[src/rtl/rpc_pkg.sv]
// Constants, register map and types for the reset, power and chop control
// How it works
// - Reset pin low or supply fault halts logic; oscillator keeps running.
// - Entering reset clears every control register bit to zero.
// - Reset lasts until timer done, 4100 slow clock ticks after pin release.
// - On timer expiry the processor fetches preboot, then boot, from zero.
// - Power-up timer starts once supply exceeds threshold, 4100 ticks.
// - After release a preboot phase of exactly 32 cycles precedes boot.
// - Below threshold, clock, oscillator, RAM and watchdog flag use battery.
// - Power-save bits stop engine, converter, test clock, boost, monitor.
// - Fast flash bit shortens the flash read pulse to 33 ns.
// - Emulator clock off bit stops that clock and blocks the debug port.
// - Processor clock divider: larger settings give slower processor clock.
// - Firmware writes 4, 5 or 6 to fuse select, then reads fuse value.
// - Mode 0: engine computes gain word from coefficients and reference.
// - Mode 15: engine uses firmware gain word and ignores coefficients.
// - Chop high reverses reference amplifier inputs; low keeps positive.
// - Chop field 00 or 11 toggles polarity every non-alternate multiplexer cycle.
// - Chop field 01 holds positive; field 10 holds reversed.
// - An alternate cycle request inserts one alternate multiplexer cycle.
// - Under automatic chopping alternate cycles always run positive.
// - Chop field written after transfer done holds all the next cycle.
// - Engine and transfer interrupts fire on falling edges of busy signals.
package rpc_pkg;

    // Register offsets
    localparam logic [15:0] OFS_GAIN_ADJUST_WORD   = 16'h002e;
    localparam logic [15:0] OFS_COMP_MODE  = 16'h0038;
    localparam logic [15:0] OFS_LIN_COEFF  = 16'h0039;
    localparam logic [15:0] OFS_SQ_COEFF   = 16'h003a;
    localparam logic [15:0] OFS_TEMP_REF   = 16'h003b;
    localparam logic [15:0] OFS_PWR_CTRL   = 16'h2000;
    localparam logic [15:0] OFS_STATUS     = 16'h2001;
    localparam logic [15:0] OFS_FUSE_SEL   = 16'h20fd;
    localparam logic [15:0] OFS_FUSE_VAL   = 16'h20ff;

    // Power control field positions
    localparam int B_CE_EN      = 0;
    localparam int B_ADC_OFF    = 1;
    localparam int B_CKOUT_OFF  = 2;
    localparam int B_ECK_OFF    = 3;
    localparam int B_FAST_FLASH = 4;
    localparam int B_BOOST_ON   = 5;
    localparam int B_MON_ON     = 6;
    localparam int B_ALT_REQ    = 7;
    localparam int B_CHOP_LO    = 8;
    localparam int B_DIV_LO     = 12;

    // Fuse selectors and compensation modes
    localparam logic [7:0]  FUSE_SEL_SLOPE = 8'h04;
    localparam logic [7:0]  FUSE_SEL_BGA   = 8'h05;
    localparam logic [7:0]  FUSE_SEL_BGB   = 8'h06;
    localparam logic [31:0] COMP_INTERNAL  = 32'h0000_0000;
    localparam logic [31:0] COMP_EXTERNAL  = 32'h0000_000f;

    // Chop field encodings
    localparam logic [1:0] CHOP_POS = 2'b01;
    localparam logic [1:0] CHOP_REV = 2'b10;

    // Timing
    localparam int RESET_TICKS_DEF = 4100;
    localparam int PREBOOT_CYCLES  = 32;
    localparam int CLK_MHZ         = 100;
    localparam int FAST_FLASH_NS   = 33;
    localparam int FAST_FLASH_CYC  = (FAST_FLASH_NS * CLK_MHZ + 999) / 1000;
    localparam int SLOW_FLASH_CYC  = 7;

    // Gain computation scaling
    localparam logic signed [49:0] GAIN_UNITY = 50'sh0000_0040_0000;
    localparam int LIN_SHIFT = 8;
    localparam int SQ_SHIFT  = 16;

    // Reset sequence states, Gray along the path
    typedef enum logic [1:0] {
        ST_HOLD    = 2'b00,
        ST_TIMER   = 2'b01,
        ST_PREBOOT = 2'b11,
        ST_RUN     = 2'b10
    } rpc_state_e;

    // Power-save gate outputs
    typedef struct packed {
        logic       engine_on;
        logic       converter_on;
        logic       test_clock_on;
        logic       emulator_clock_on;
        logic       display_boost_on;
        logic       monitor_stream_on;
        logic       fast_flash_read_pulse;
        logic [2:0] flash_pulse_cycles;
    } rpc_gate_s;

endpackage : rpc_pkg

[src/rtl/rpc_top.sv]
// Reset sequencer, power gating, fuse readout, compensation and chop control
`timescale 1ns/1ps
module rpc_top import rpc_pkg::*; #(
    parameter int RESET_TICKS = RESET_TICKS_DEF
) (
    // Clock and reset
    input  wire logic        clk_in,
    input  wire logic        nrst_in,
    // Pins and slow clock
    input  wire logic        ext_reset_low_pin_n_in,
    input  wire logic        power_fault_above_in,
    input  wire logic        rtc_clock_in,
    input  wire logic        watchdog_overflow_in,
    // Engine side, same clock
    input  wire logic        mux_cycle_end_in,
    input  wire logic        engine_busy_in,
    input  wire logic        transfer_busy_in,
    input  wire logic [15:0] die_temp_in,
    // Fuses
    input  wire logic [7:0]  bandgap_fuse_a_in,
    input  wire logic [7:0]  bandgap_fuse_b_in,
    input  wire logic [2:0]  slope_fuse_in,
    // Register port
    input  wire logic [15:0] reg_addr_in,
    input  wire logic [31:0] reg_wdata_in,
    input  wire logic        reg_wr_in,
    input  wire logic        reg_rd_in,
    output logic      [31:0] reg_rdata_out,
    // Sequencer outputs
    output logic             digital_halt_out,
    output logic             cpu_reset_out,
    output logic             preboot_out,
    output logic             timer_done_out,
    output logic      [15:0] boot_addr_out,
    output logic             battery_hold_out,
    output logic             watchdog_overflow_flag_out,
    // Gating and clocks
    output rpc_gate_s        gate_out,
    output logic             cpu_clk_tick_out,
    // Engine controls
    output logic      [31:0] gain_applied_out,
    output logic             chop_reversed_out,
    output logic             alt_cycle_out,
    output logic             engine_irq_out,
    output logic             transfer_irq_out
);

    // Pin synchronisers
    logic [1:0] pin_sync_r;
    logic [1:0] pwr_sync_r;
    logic [2:0] rtc_sync_r;
    always_ff @(posedge clk_in or negedge nrst_in) begin
        if (!nrst_in) begin
            pin_sync_r <= 2'b00;
            pwr_sync_r <= 2'b00;
            rtc_sync_r <= 3'b000;
        end else begin
            pin_sync_r <= {pin_sync_r[0], ext_reset_low_pin_n_in};
            pwr_sync_r <= {pwr_sync_r[0], power_fault_above_in};
            rtc_sync_r <= {rtc_sync_r[1:0], rtc_clock_in};
        end
    end

    logic hold_req;
    logic rtc_tick;
    assign hold_req = !pin_sync_r[1] || !pwr_sync_r[1];
    // Edge taken from synchronised stages only
    assign rtc_tick = rtc_sync_r[1] && !rtc_sync_r[2];

    // Reset sequence state machine
    rpc_state_e state_r;
    logic [12:0] tick_cnt_r;
    logic [5:0]  pre_cnt_r;
    always_ff @(posedge clk_in or negedge nrst_in) begin
        if (!nrst_in) begin
            state_r    <= ST_HOLD;
            tick_cnt_r <= 13'h0000;
            pre_cnt_r  <= 6'h00;
        end else if (hold_req) begin
            state_r    <= ST_HOLD;
            tick_cnt_r <= 13'h0000;
            pre_cnt_r  <= 6'h00;
        end else begin
            unique case (state_r)
                ST_HOLD: begin
                    state_r <= ST_TIMER;
                end
                ST_TIMER: begin
                    if (rtc_tick) begin
                        if (tick_cnt_r == 13'(RESET_TICKS - 1)) begin
                            state_r <= ST_PREBOOT;
                        end
                        tick_cnt_r <= tick_cnt_r + 13'h0001;
                    end
                end
                ST_PREBOOT: begin
                    if (pre_cnt_r == 6'(PREBOOT_CYCLES - 1)) begin
                        state_r <= ST_RUN;
                    end
                    pre_cnt_r <= pre_cnt_r + 6'h01;
                end
                ST_RUN: begin
                    state_r <= ST_RUN;
                end
            endcase
        end
    end

    logic in_reset;
    assign in_reset = (state_r == ST_HOLD) || (state_r == ST_TIMER);
    // Expiry never counts while a new hold is pending
    logic expire;
    assign expire = state_r == ST_TIMER && rtc_tick && !hold_req
                    && tick_cnt_r == 13'(RESET_TICKS - 1);

    // Sequencer outputs, registered
    always_ff @(posedge clk_in or negedge nrst_in) begin
        if (!nrst_in) begin
            digital_halt_out <= 1'b1;
            cpu_reset_out    <= 1'b1;
            preboot_out      <= 1'b0;
            timer_done_out   <= 1'b0;
            battery_hold_out <= 1'b1;
            boot_addr_out    <= 16'h0000;
        end else begin
            digital_halt_out <= hold_req;
            cpu_reset_out    <= hold_req || (in_reset && !expire);
            timer_done_out   <= !hold_req && (!in_reset || expire);
            preboot_out      <= expire || (state_r == ST_PREBOOT && !hold_req
                                && pre_cnt_r != 6'(PREBOOT_CYCLES - 1));
            battery_hold_out <= !pwr_sync_r[1];
            boot_addr_out    <= 16'h0000;
        end
    end

    // Watchdog flag lives on battery: never cleared by chip reset
    always_ff @(posedge clk_in or negedge nrst_in) begin
        if (!nrst_in) begin
            watchdog_overflow_flag_out <= 1'b0;
        end else if (watchdog_overflow_in) begin
            watchdog_overflow_flag_out <= 1'b1;
        end else if (reg_wr_in && reg_addr_in == OFS_STATUS
                     && reg_wdata_in[0]) begin
            watchdog_overflow_flag_out <= 1'b0;
        end
    end

    // Control registers, cleared while the chip is in reset
    logic [31:0] pwr_ctrl_r;
    logic [31:0] comp_mode_r;
    logic [31:0] gain_fw_r;
    logic [31:0] lin_coeff_r;
    logic [31:0] sq_coeff_r;
    logic [31:0] temp_ref_r;
    logic [7:0]  fuse_sel_r;
    logic        alt_taken;
    always_ff @(posedge clk_in or negedge nrst_in) begin
        if (!nrst_in) begin
            pwr_ctrl_r  <= 32'h0000_0000;
            comp_mode_r <= 32'h0000_0000;
            gain_fw_r   <= 32'h0000_0000;
            lin_coeff_r <= 32'h0000_0000;
            sq_coeff_r  <= 32'h0000_0000;
            temp_ref_r  <= 32'h0000_0000;
            fuse_sel_r  <= 8'h00;
        end else if (in_reset) begin
            pwr_ctrl_r  <= 32'h0000_0000;
            comp_mode_r <= 32'h0000_0000;
            gain_fw_r   <= 32'h0000_0000;
            lin_coeff_r <= 32'h0000_0000;
            sq_coeff_r  <= 32'h0000_0000;
            temp_ref_r  <= 32'h0000_0000;
            fuse_sel_r  <= 8'h00;
        end else begin
            if (reg_wr_in) begin
                unique case (reg_addr_in)
                    OFS_PWR_CTRL:  pwr_ctrl_r  <= reg_wdata_in & 32'h0000_73ff;
                    OFS_COMP_MODE: comp_mode_r <= reg_wdata_in;
                    OFS_LIN_COEFF: lin_coeff_r <= reg_wdata_in;
                    OFS_SQ_COEFF:  sq_coeff_r  <= reg_wdata_in;
                    OFS_TEMP_REF:  temp_ref_r  <= reg_wdata_in;
                    OFS_FUSE_SEL:  fuse_sel_r  <= reg_wdata_in[7:0];
                    // Gain word is only an input in external mode
                    OFS_GAIN_ADJUST_WORD: begin
                        if (comp_mode_r == COMP_EXTERNAL) begin
                            gain_fw_r <= reg_wdata_in;
                        end
                    end
                    default: ;
                endcase
            end
            // Request consumed when the alternate cycle starts; set wins
            if (alt_taken && !(reg_wr_in && reg_addr_in == OFS_PWR_CTRL
                               && reg_wdata_in[B_ALT_REQ])) begin
                pwr_ctrl_r[B_ALT_REQ] <= 1'b0;
            end
        end
    end

    // Gain from coefficients and die temperature
    logic signed [49:0] dt_w;
    logic signed [49:0] lin_p;
    logic signed [49:0] sq_p;
    logic        [31:0] gain_calc;
    always_comb begin
        dt_w  = 50'($signed(die_temp_in)) - 50'($signed(temp_ref_r[15:0]));
        lin_p = 50'(50'($signed(lin_coeff_r[15:0])) * dt_w);
        sq_p  = 50'(50'($signed(sq_coeff_r[15:0]))
                * 50'((50'(dt_w * dt_w)) >>> SQ_SHIFT));
        gain_calc = 32'(GAIN_UNITY + (lin_p >>> LIN_SHIFT)
                    + (sq_p >>> SQ_SHIFT));
    end

    // Gain applied by the engine, updated once per multiplexer cycle in internal mode while the engine is enabled, every clock in external mode
    always_ff @(posedge clk_in or negedge nrst_in) begin
        if (!nrst_in) begin
            gain_applied_out <= 32'h0000_0000;
        end else if (in_reset) begin
            gain_applied_out <= 32'h0000_0000;
        end else if (comp_mode_r == COMP_EXTERNAL) begin
            gain_applied_out <= gain_fw_r;
        end else if (comp_mode_r == COMP_INTERNAL && mux_cycle_end_in
                     && pwr_ctrl_r[B_CE_EN]) begin
            gain_applied_out <= gain_calc;
        end
    end

    // Chop polarity and alternate cycle sequencing
    logic       toggle_r;
    logic [1:0] chop_fld;
    assign chop_fld  = pwr_ctrl_r[B_CHOP_LO +: 2];
    assign alt_taken = mux_cycle_end_in && pwr_ctrl_r[B_ALT_REQ];
    always_ff @(posedge clk_in or negedge nrst_in) begin
        if (!nrst_in) begin
            toggle_r          <= 1'b0;
            chop_reversed_out <= 1'b0;
            alt_cycle_out     <= 1'b0;
        end else if (in_reset) begin
            toggle_r          <= 1'b0;
            chop_reversed_out <= 1'b0;
            alt_cycle_out     <= 1'b0;
        end else if (mux_cycle_end_in) begin
            // Field sampled only at the boundary, held all cycle
            alt_cycle_out <= pwr_ctrl_r[B_ALT_REQ];
            if (chop_fld == CHOP_POS) begin
                chop_reversed_out <= 1'b0;
            end else if (chop_fld == CHOP_REV) begin
                chop_reversed_out <= 1'b1;
            end else if (pwr_ctrl_r[B_ALT_REQ]) begin
                // Toggle sequence resumes after the alternate cycle
                chop_reversed_out <= 1'b0;
            end else begin
                toggle_r          <= !toggle_r;
                chop_reversed_out <= !toggle_r;
            end
        end
    end

    // Falling-edge interrupts from the busy lines
    logic eng_busy_d_r;
    logic xfr_busy_d_r;
    always_ff @(posedge clk_in or negedge nrst_in) begin
        if (!nrst_in) begin
            eng_busy_d_r     <= 1'b0;
            xfr_busy_d_r     <= 1'b0;
            engine_irq_out   <= 1'b0;
            transfer_irq_out <= 1'b0;
        end else begin
            eng_busy_d_r     <= engine_busy_in;
            xfr_busy_d_r     <= transfer_busy_in;
            engine_irq_out   <= eng_busy_d_r && !engine_busy_in;
            transfer_irq_out <= xfr_busy_d_r && !transfer_busy_in;
        end
    end

    // Power-save gates, registered
    always_ff @(posedge clk_in or negedge nrst_in) begin
        if (!nrst_in) begin
            gate_out <= '0;
        end else begin
            gate_out.engine_on         <= pwr_ctrl_r[B_CE_EN] && !in_reset;
            gate_out.converter_on      <= !pwr_ctrl_r[B_ADC_OFF];
            gate_out.test_clock_on     <= !pwr_ctrl_r[B_CKOUT_OFF];
            // Debug port, erase and programming all lost when set
            gate_out.emulator_clock_on <= !pwr_ctrl_r[B_ECK_OFF]
                                          && !preboot_out;
            gate_out.display_boost_on  <= pwr_ctrl_r[B_BOOST_ON];
            gate_out.monitor_stream_on <= pwr_ctrl_r[B_MON_ON];
            gate_out.fast_flash_read_pulse <= pwr_ctrl_r[B_FAST_FLASH];
            gate_out.flash_pulse_cycles <= pwr_ctrl_r[B_FAST_FLASH]
                ? 3'(FAST_FLASH_CYC) : 3'(SLOW_FLASH_CYC);
        end
    end

    // Processor clock enable: one tick every divider+1 cycles
    logic [2:0] div_cnt_r;
    always_ff @(posedge clk_in or negedge nrst_in) begin
        if (!nrst_in) begin
            div_cnt_r        <= 3'h0;
            cpu_clk_tick_out <= 1'b0;
        end else if (div_cnt_r >= pwr_ctrl_r[B_DIV_LO +: 3]) begin
            div_cnt_r        <= 3'h0;
            cpu_clk_tick_out <= !in_reset;
        end else begin
            div_cnt_r        <= div_cnt_r + 3'h1;
            cpu_clk_tick_out <= 1'b0;
        end
    end

    // Fuse selection
    logic [7:0] fuse_val;
    always_comb begin
        unique case (fuse_sel_r)
            FUSE_SEL_SLOPE: fuse_val = {5'h00, slope_fuse_in};
            FUSE_SEL_BGA:   fuse_val = bandgap_fuse_a_in;
            FUSE_SEL_BGB:   fuse_val = bandgap_fuse_b_in;
            default:        fuse_val = 8'h00;
        endcase
    end

    // Read data one cycle after the strobe, zero otherwise
    always_ff @(posedge clk_in or negedge nrst_in) begin
        if (!nrst_in) begin
            reg_rdata_out <= 32'h0000_0000;
        end else if (reg_rd_in) begin
            unique case (reg_addr_in)
                OFS_PWR_CTRL:  reg_rdata_out <= pwr_ctrl_r;
                OFS_STATUS:    reg_rdata_out <= {26'h0, state_r, preboot_out,
                                   alt_cycle_out, chop_reversed_out,
                                   watchdog_overflow_flag_out};
                OFS_COMP_MODE: reg_rdata_out <= comp_mode_r;
                OFS_LIN_COEFF: reg_rdata_out <= lin_coeff_r;
                OFS_SQ_COEFF:  reg_rdata_out <= sq_coeff_r;
                OFS_TEMP_REF:  reg_rdata_out <= temp_ref_r;
                OFS_GAIN_ADJUST_WORD:  reg_rdata_out <= gain_applied_out;
                OFS_FUSE_SEL:  reg_rdata_out <= {24'h0, fuse_sel_r};
                OFS_FUSE_VAL:  reg_rdata_out <= {24'h0, fuse_val};
                default:       reg_rdata_out <= 32'h0000_0000;
            endcase
        end else begin
            reg_rdata_out <= 32'h0000_0000;
        end
    end

    // Preboot length helper for checking
    logic [6:0] pre_len_r;
    always_ff @(posedge clk_in or negedge nrst_in) begin
        if (!nrst_in) begin
            pre_len_r <= 7'h00;
        end else if (preboot_out) begin
            pre_len_r <= pre_len_r + 7'h01;
        end else begin
            pre_len_r <= 7'h00;
        end
    end

    AST_HALT: assert property (@(posedge clk_in) disable iff (!nrst_in)
        hold_req |=> digital_halt_out && cpu_reset_out)
        else $error("halt missing while reset held");

    AST_CLEAR: assert property (@(posedge clk_in) disable iff (!nrst_in)
        in_reset |=> pwr_ctrl_r == 32'h0 && comp_mode_r == 32'h0)
        else $error("registers not cleared in reset");

    AST_EXPIRE: assert property (@(posedge clk_in) disable iff (!nrst_in)
        state_r == ST_TIMER && rtc_tick && !hold_req
        && tick_cnt_r == 13'(RESET_TICKS - 1)
        |=> !cpu_reset_out && timer_done_out && preboot_out)
        else $error("timer expiry did not release reset");

    AST_BOOT: assert property (@(posedge clk_in) disable iff (!nrst_in)
        $fell(cpu_reset_out) |-> boot_addr_out == 16'h0000)
        else $error("boot address not zero");

    AST_PREBOOT: assert property (@(posedge clk_in) disable iff (!nrst_in)
        $fell(preboot_out) && !hold_req && !$past(hold_req)
        |-> pre_len_r == 7'(PREBOOT_CYCLES))
        else $error("preboot length wrong");

    AST_RESTART: assert property (@(posedge clk_in) disable iff (!nrst_in)
        state_r == ST_TIMER && hold_req |=> tick_cnt_r == 13'h0 ##1
        state_r != ST_PREBOOT)
        else $error("timer did not restart");

    AST_BATTERY: assert property (@(posedge clk_in) disable iff (!nrst_in)
        !pwr_sync_r[1] |=> battery_hold_out)
        else $error("battery hold missing");

    AST_FUSE: assert property (@(posedge clk_in) disable iff (!nrst_in)
        reg_rd_in && reg_addr_in == OFS_FUSE_VAL
        && fuse_sel_r == FUSE_SEL_BGA
        |=> reg_rdata_out == {24'h0, $past(bandgap_fuse_a_in)})
        else $error("fuse value mismatch");

    AST_HOLDPOS: assert property (@(posedge clk_in) disable iff (!nrst_in)
        mux_cycle_end_in && !in_reset && chop_fld == CHOP_POS
        |=> !chop_reversed_out)
        else $error("positive hold not applied");

    AST_ALTPOS: assert property (@(posedge clk_in) disable iff (!nrst_in)
        mux_cycle_end_in && !in_reset && pwr_ctrl_r[B_ALT_REQ]
        && (chop_fld == 2'b00 || chop_fld == 2'b11)
        |=> alt_cycle_out && !chop_reversed_out)
        else $error("alternate cycle not positive");

    AST_TOGGLE: assert property (@(posedge clk_in) disable iff (!nrst_in)
        mux_cycle_end_in && !in_reset && !pwr_ctrl_r[B_ALT_REQ]
        && chop_fld == 2'b11 |=> chop_reversed_out != $past(toggle_r))
        else $error("auto chop did not toggle");

    AST_IRQ: assert property (@(posedge clk_in) disable iff (!nrst_in)
        $fell(transfer_busy_in) |=> transfer_irq_out ##1 !transfer_irq_out)
        else $error("transfer interrupt not a falling-edge pulse");

endmodule : rpc_top

[config.mk]
export PLATFORM = sky130hd
export DESIGN_NAME = rpc_top
export DESIGN_NICKNAME = d
export VERILOG_FILES = /design/src/rtl/rpc_pkg.sv /design/src/rtl/rpc_top.sv
export SDC_FILE = /design/constraint.sdc
export NUM_CORES = 2
export LEC_CHECK = 0
export BUFFER_PORTS_ARGS = -buffer_cell sky130_fd_sc_hd__buf_4
export CAP_MARGIN = 20
export CORE_AREA = 8 8 326 328
export DETAILED_ROUTE_END_ITERATION = 10
export DIE_AREA = 0 0 334 336
export GPL_TIMING_DRIVEN = 1
export PLACE_DENSITY = 0.57
export SETUP_SLACK_MARGIN = 0.2
export SLEW_MARGIN = 20
export SYNTH_ARGS = -nofsm -noshare
export SYNTH_HDL_FRONTEND = slang
export SYNTH_SLANG_ARGS = --single-unit
[constraint.sdc]
create_clock -name clk_in -period 17.6 [get_ports clk_in]
set_clock_uncertainty 0.2 [all_clocks]
set_input_delay 3.52 -clock clk_in [delete_from_list [all_inputs] [get_ports clk_in]]
set_output_delay 3.52 -clock clk_in [all_outputs]
set_load 0.005 [all_outputs]
==> results.cfg <==
[synth]
synthFlopType = dfrtp_1
synthDistinctLibCells = 86
synth-edff-count = 0
netlist_area_um2 = 45200
synth.avg_cell_area_um2 = 9.05
netlist_instances = 4995
seq_area_frac_synth = 0.166
synth-seq-cells = 299
yosys_warnings = 0
async_flop_share = 1.00

[global_route]
groute.usage.overall = 0.240
grt_pass1_vias = 38200
antenna_found_initial = 0
grt_max_degree = 111
grt_pass1_wl_um = 214000
grt-ovfl-total = 0

[critical_path]
cp_data_required_time_ns = 17.88
crit_fanout = 9
end_kind = flop
crit_type = in -> reg
regToRegSetupSlack_ns = 1.50
r2r-start = temp_ref_r[1]
cpPeakStageDelay_ns = 0.59
slowest_stage = fa_2
r2r-end = gain_applied_out[25]
cpMostUsedCell = buf_4
r2r_cells = 73
arrival_ns = 18.96
worstSetupStartpointType = input pin

[sta]
period_needed_ns = 18.68
hold_viol = 0
setup_ws_ns = -1.08
rsz0062_at_grt = true
slew_headroom = 0.300
tightest_slew_ns = 1.05
setup_violations = 24
fin_crit_sh = 1.06
fin_setup_tns_ns = -19.13
max_freq_mhz = 53.5
slew_violations = 0

[drt]
routed_via_density = 5.19
drt_first_pass_iters = 8
vias = 35600
wl_per_cell_um = 19.5
antenna_left = 0
drcViolationCount = 0
drt_iter0_drc = 2398
drt_wl_total_um = 134000

[floorplan]
die_h_um = 336
core-area_um2 = 101000
initial_core_util = 0.448
die-area_um2 = 112000
die_w_um = 334
io_pins = 195
fp-row-count = 117

[placement]
port_buffers = 178
dp_hpwl_um = 108000
gp_congestion = 0.909

[worst_hold_path]
min_path_type = reg -> reg
holdPathEnd = rtc_sync_r[1]
holdPathStages = 0
hold_start = rtc_sync_r[0]

[final_layout]
num_antenna_cells = 0
nets = 6778
fillers = 9405
mostFrequentLayoutCells = inv_1 (968), nand2_1 (837), fa_1 (818)
layout-drive-gt1-share = 0.191
final_common_cell = inv_1
area_growth_syn_to_layout_pct = 20.0

[cts]
cts_buffers = 28
cts_htree_levels = 1
clock_latency_ns = 0.60
hold_buffers = 0
clock_sinks = 299
cts_root_buf = clkbuf_16
clockBufferDepth = 3
cts_tree = yes
clk_pin_slew_ns = 0.07

[outcome]
status = finished with violations
violations = setup timing

[run]
max_cap_viol_count = 0
[registers in the layout, summed over array words and instances (netlist names), 2 cells and up]
| signal | flops |
|---|---|
| sq_coeff_r | 32 |
| lin_coeff_r | 32 |
| rtc_sync_r | 3 |
| fuse_sel_r | 8 |
| pin_sync_r | 2 |
| tick_cnt_r | 13 |
| comp_mode_r | 32 |
| pwr_ctrl_r | 13 |
| gate_out | 9 |
| gain_fw_r | 32 |
| div_cnt_r | 3 |
| gain_applied_out | 32 |
| reg_rdata_out | 32 |
| temp_ref_r | 32 |
| pwr_sync_r | 2 |
| state_r | 2 |
| pre_cnt_r | 6 |
[cells by family (layout without fill, tap and decap cells)]
family	count (synthesis)	count (layout)	synth area share
AO/OA/AOI/OAI	561	561	0.0784
buffers and inverters	1247	1787	0.106
other	2	17	0.000166
adder cells (fa/ha/maj)	1154	1154	0.458
XOR/XNOR	132	133	0.0261
AND/OR/NAND/NOR	1557	1557	0.155
flip-flops	299	299	0.166
multiplexers	43	43	0.0112
[stage by stage]
stage	hold WS, ns	instances	setup WS [ns]	area (µm²)	util
after floorplan	0.131	5010	-0.780	45700	-
after global placement	0.132	6746	-2.23	51600	0.511
after detailed placement	0.136	6746	-2.50	51600	0.511
after CTS	0.152	6845	-0.946	53500	0.530
after global routing	0.166	6860	-1.79	54200	0.537
final	0.149	6860	-1.08	54200	0.537
[what timing repair did]
item | CTS | global route
resized for setup | 115 | 112
pin swaps | 76 | 87
buffers inserted | 47 | 15
gates cloned | 1 | 0
endpoints found under the setup margin | 30 | 30
[layer usage]
metal | global-route usage | vias to the layer above | share of wire
met4 | 0.0679 | 0 | 0.028
met1 | 0.324 | 18200 | 0.43
met3 | 0.0266 | 158 | 0.053
li1 | - | 16300 | -
met2 | 0.412 | 967 | 0.49
met5 | 0 | - | 0
[cell usage after synthesis, types with 5 or more instances]
library cell,number,share of area
a31oi_1,26,0.0036
fa_1,835,0.37
and4_1,8,0.0015
nor2b_1,43,0.0060
o21a_1,16,0.0027
a22oi_1,11,0.0018
nand3_1,42,0.0046
xnor2_1,93,0.018
nand3b_1,8,0.0013
a311oi_1,9,0.0017
nand2_1,860,0.071
ha_1,319,0.088
nand2b_1,28,0.0039
mux2i_1,32,0.0071
a21oi_1,256,0.028
buf_4,19,0.0032
dfrtp_1,296,0.16
a22o_1,12,0.0023
o21bai_1,13,0.0022
or4_1,5,0.00083
o21ai_1,5,0.00055
nor3_1,32,0.0035
mux4_2,5,0.0025
buf_1,12,0.0010
mux2_2,5,0.0012
xor2_1,36,0.0070
and3_1,22,0.0030
or3_1,10,0.0014
inv_1,983,0.082
nor4_1,13,0.0018
nand4_1,13,0.0018
or2_2,7,0.00097
inv_2,5,0.00042
a222oi_1,35,0.0077
a211oi_1,7,0.0012
a21o_1,43,0.0071
clkbuf_1,209,0.017
buf_2,13,0.0014
nor2_1,227,0.019
and2_1,224,0.031
o211ai_1,5,0.00083
o21ai_0,78,0.0086
[worst max-delay path: cells and delay by family]
family / cells / cell delay (ns)
adders and majority gates: 18 / 7.45
and+or+nand+nor: 9 / 1.13
xor gates and xnor gates: 2 / 0.30
buffers and inverters: 24 / 2.45
muxes: 1 / 0.14
AOI/OAI and AO/OA: 22 / 3.97
[cell type report]
cell class | count | area (µm²) | share of cell area
clock buffers | 40 | 786 | 0.0145
clock inverters | 11 | 145 | 0.00268
inverters | 992 | 3750 | 0.0691
multi-input cells | 3465 | 34600 | 0.637
flip-flops and latches | 299 | 7490 | 0.138
well taps | 1309 | 1640 | 0.0302
repair buffers | 744 | 5890 | 0.109
[worst max path at each step]
| stage | startpoint | to | depth (start not counted) |
|---|---|---|---|
| 6_report | die_temp_in[0] | gain_applied_out[25] | 76 |
| 5_1_grt | die_temp_in[1] | gain_applied_out[26] | 74 |
| 4_1_cts | die_temp_in[0] | gain_applied_out[25] | 70 |
| 3_5_place_dp | die_temp_in[0] | gain_applied_out[27] | 73 |
| 3_3_place_gp | die_temp_in[0] | gain_applied_out[27] | 70 |
| 2_1_floorplan | die_temp_in[0] | gain_applied_out[26] | 73 |
Power is not shown: default switching activity piles up to over one toggle a cycle in this logic, so the estimate is an artifact.
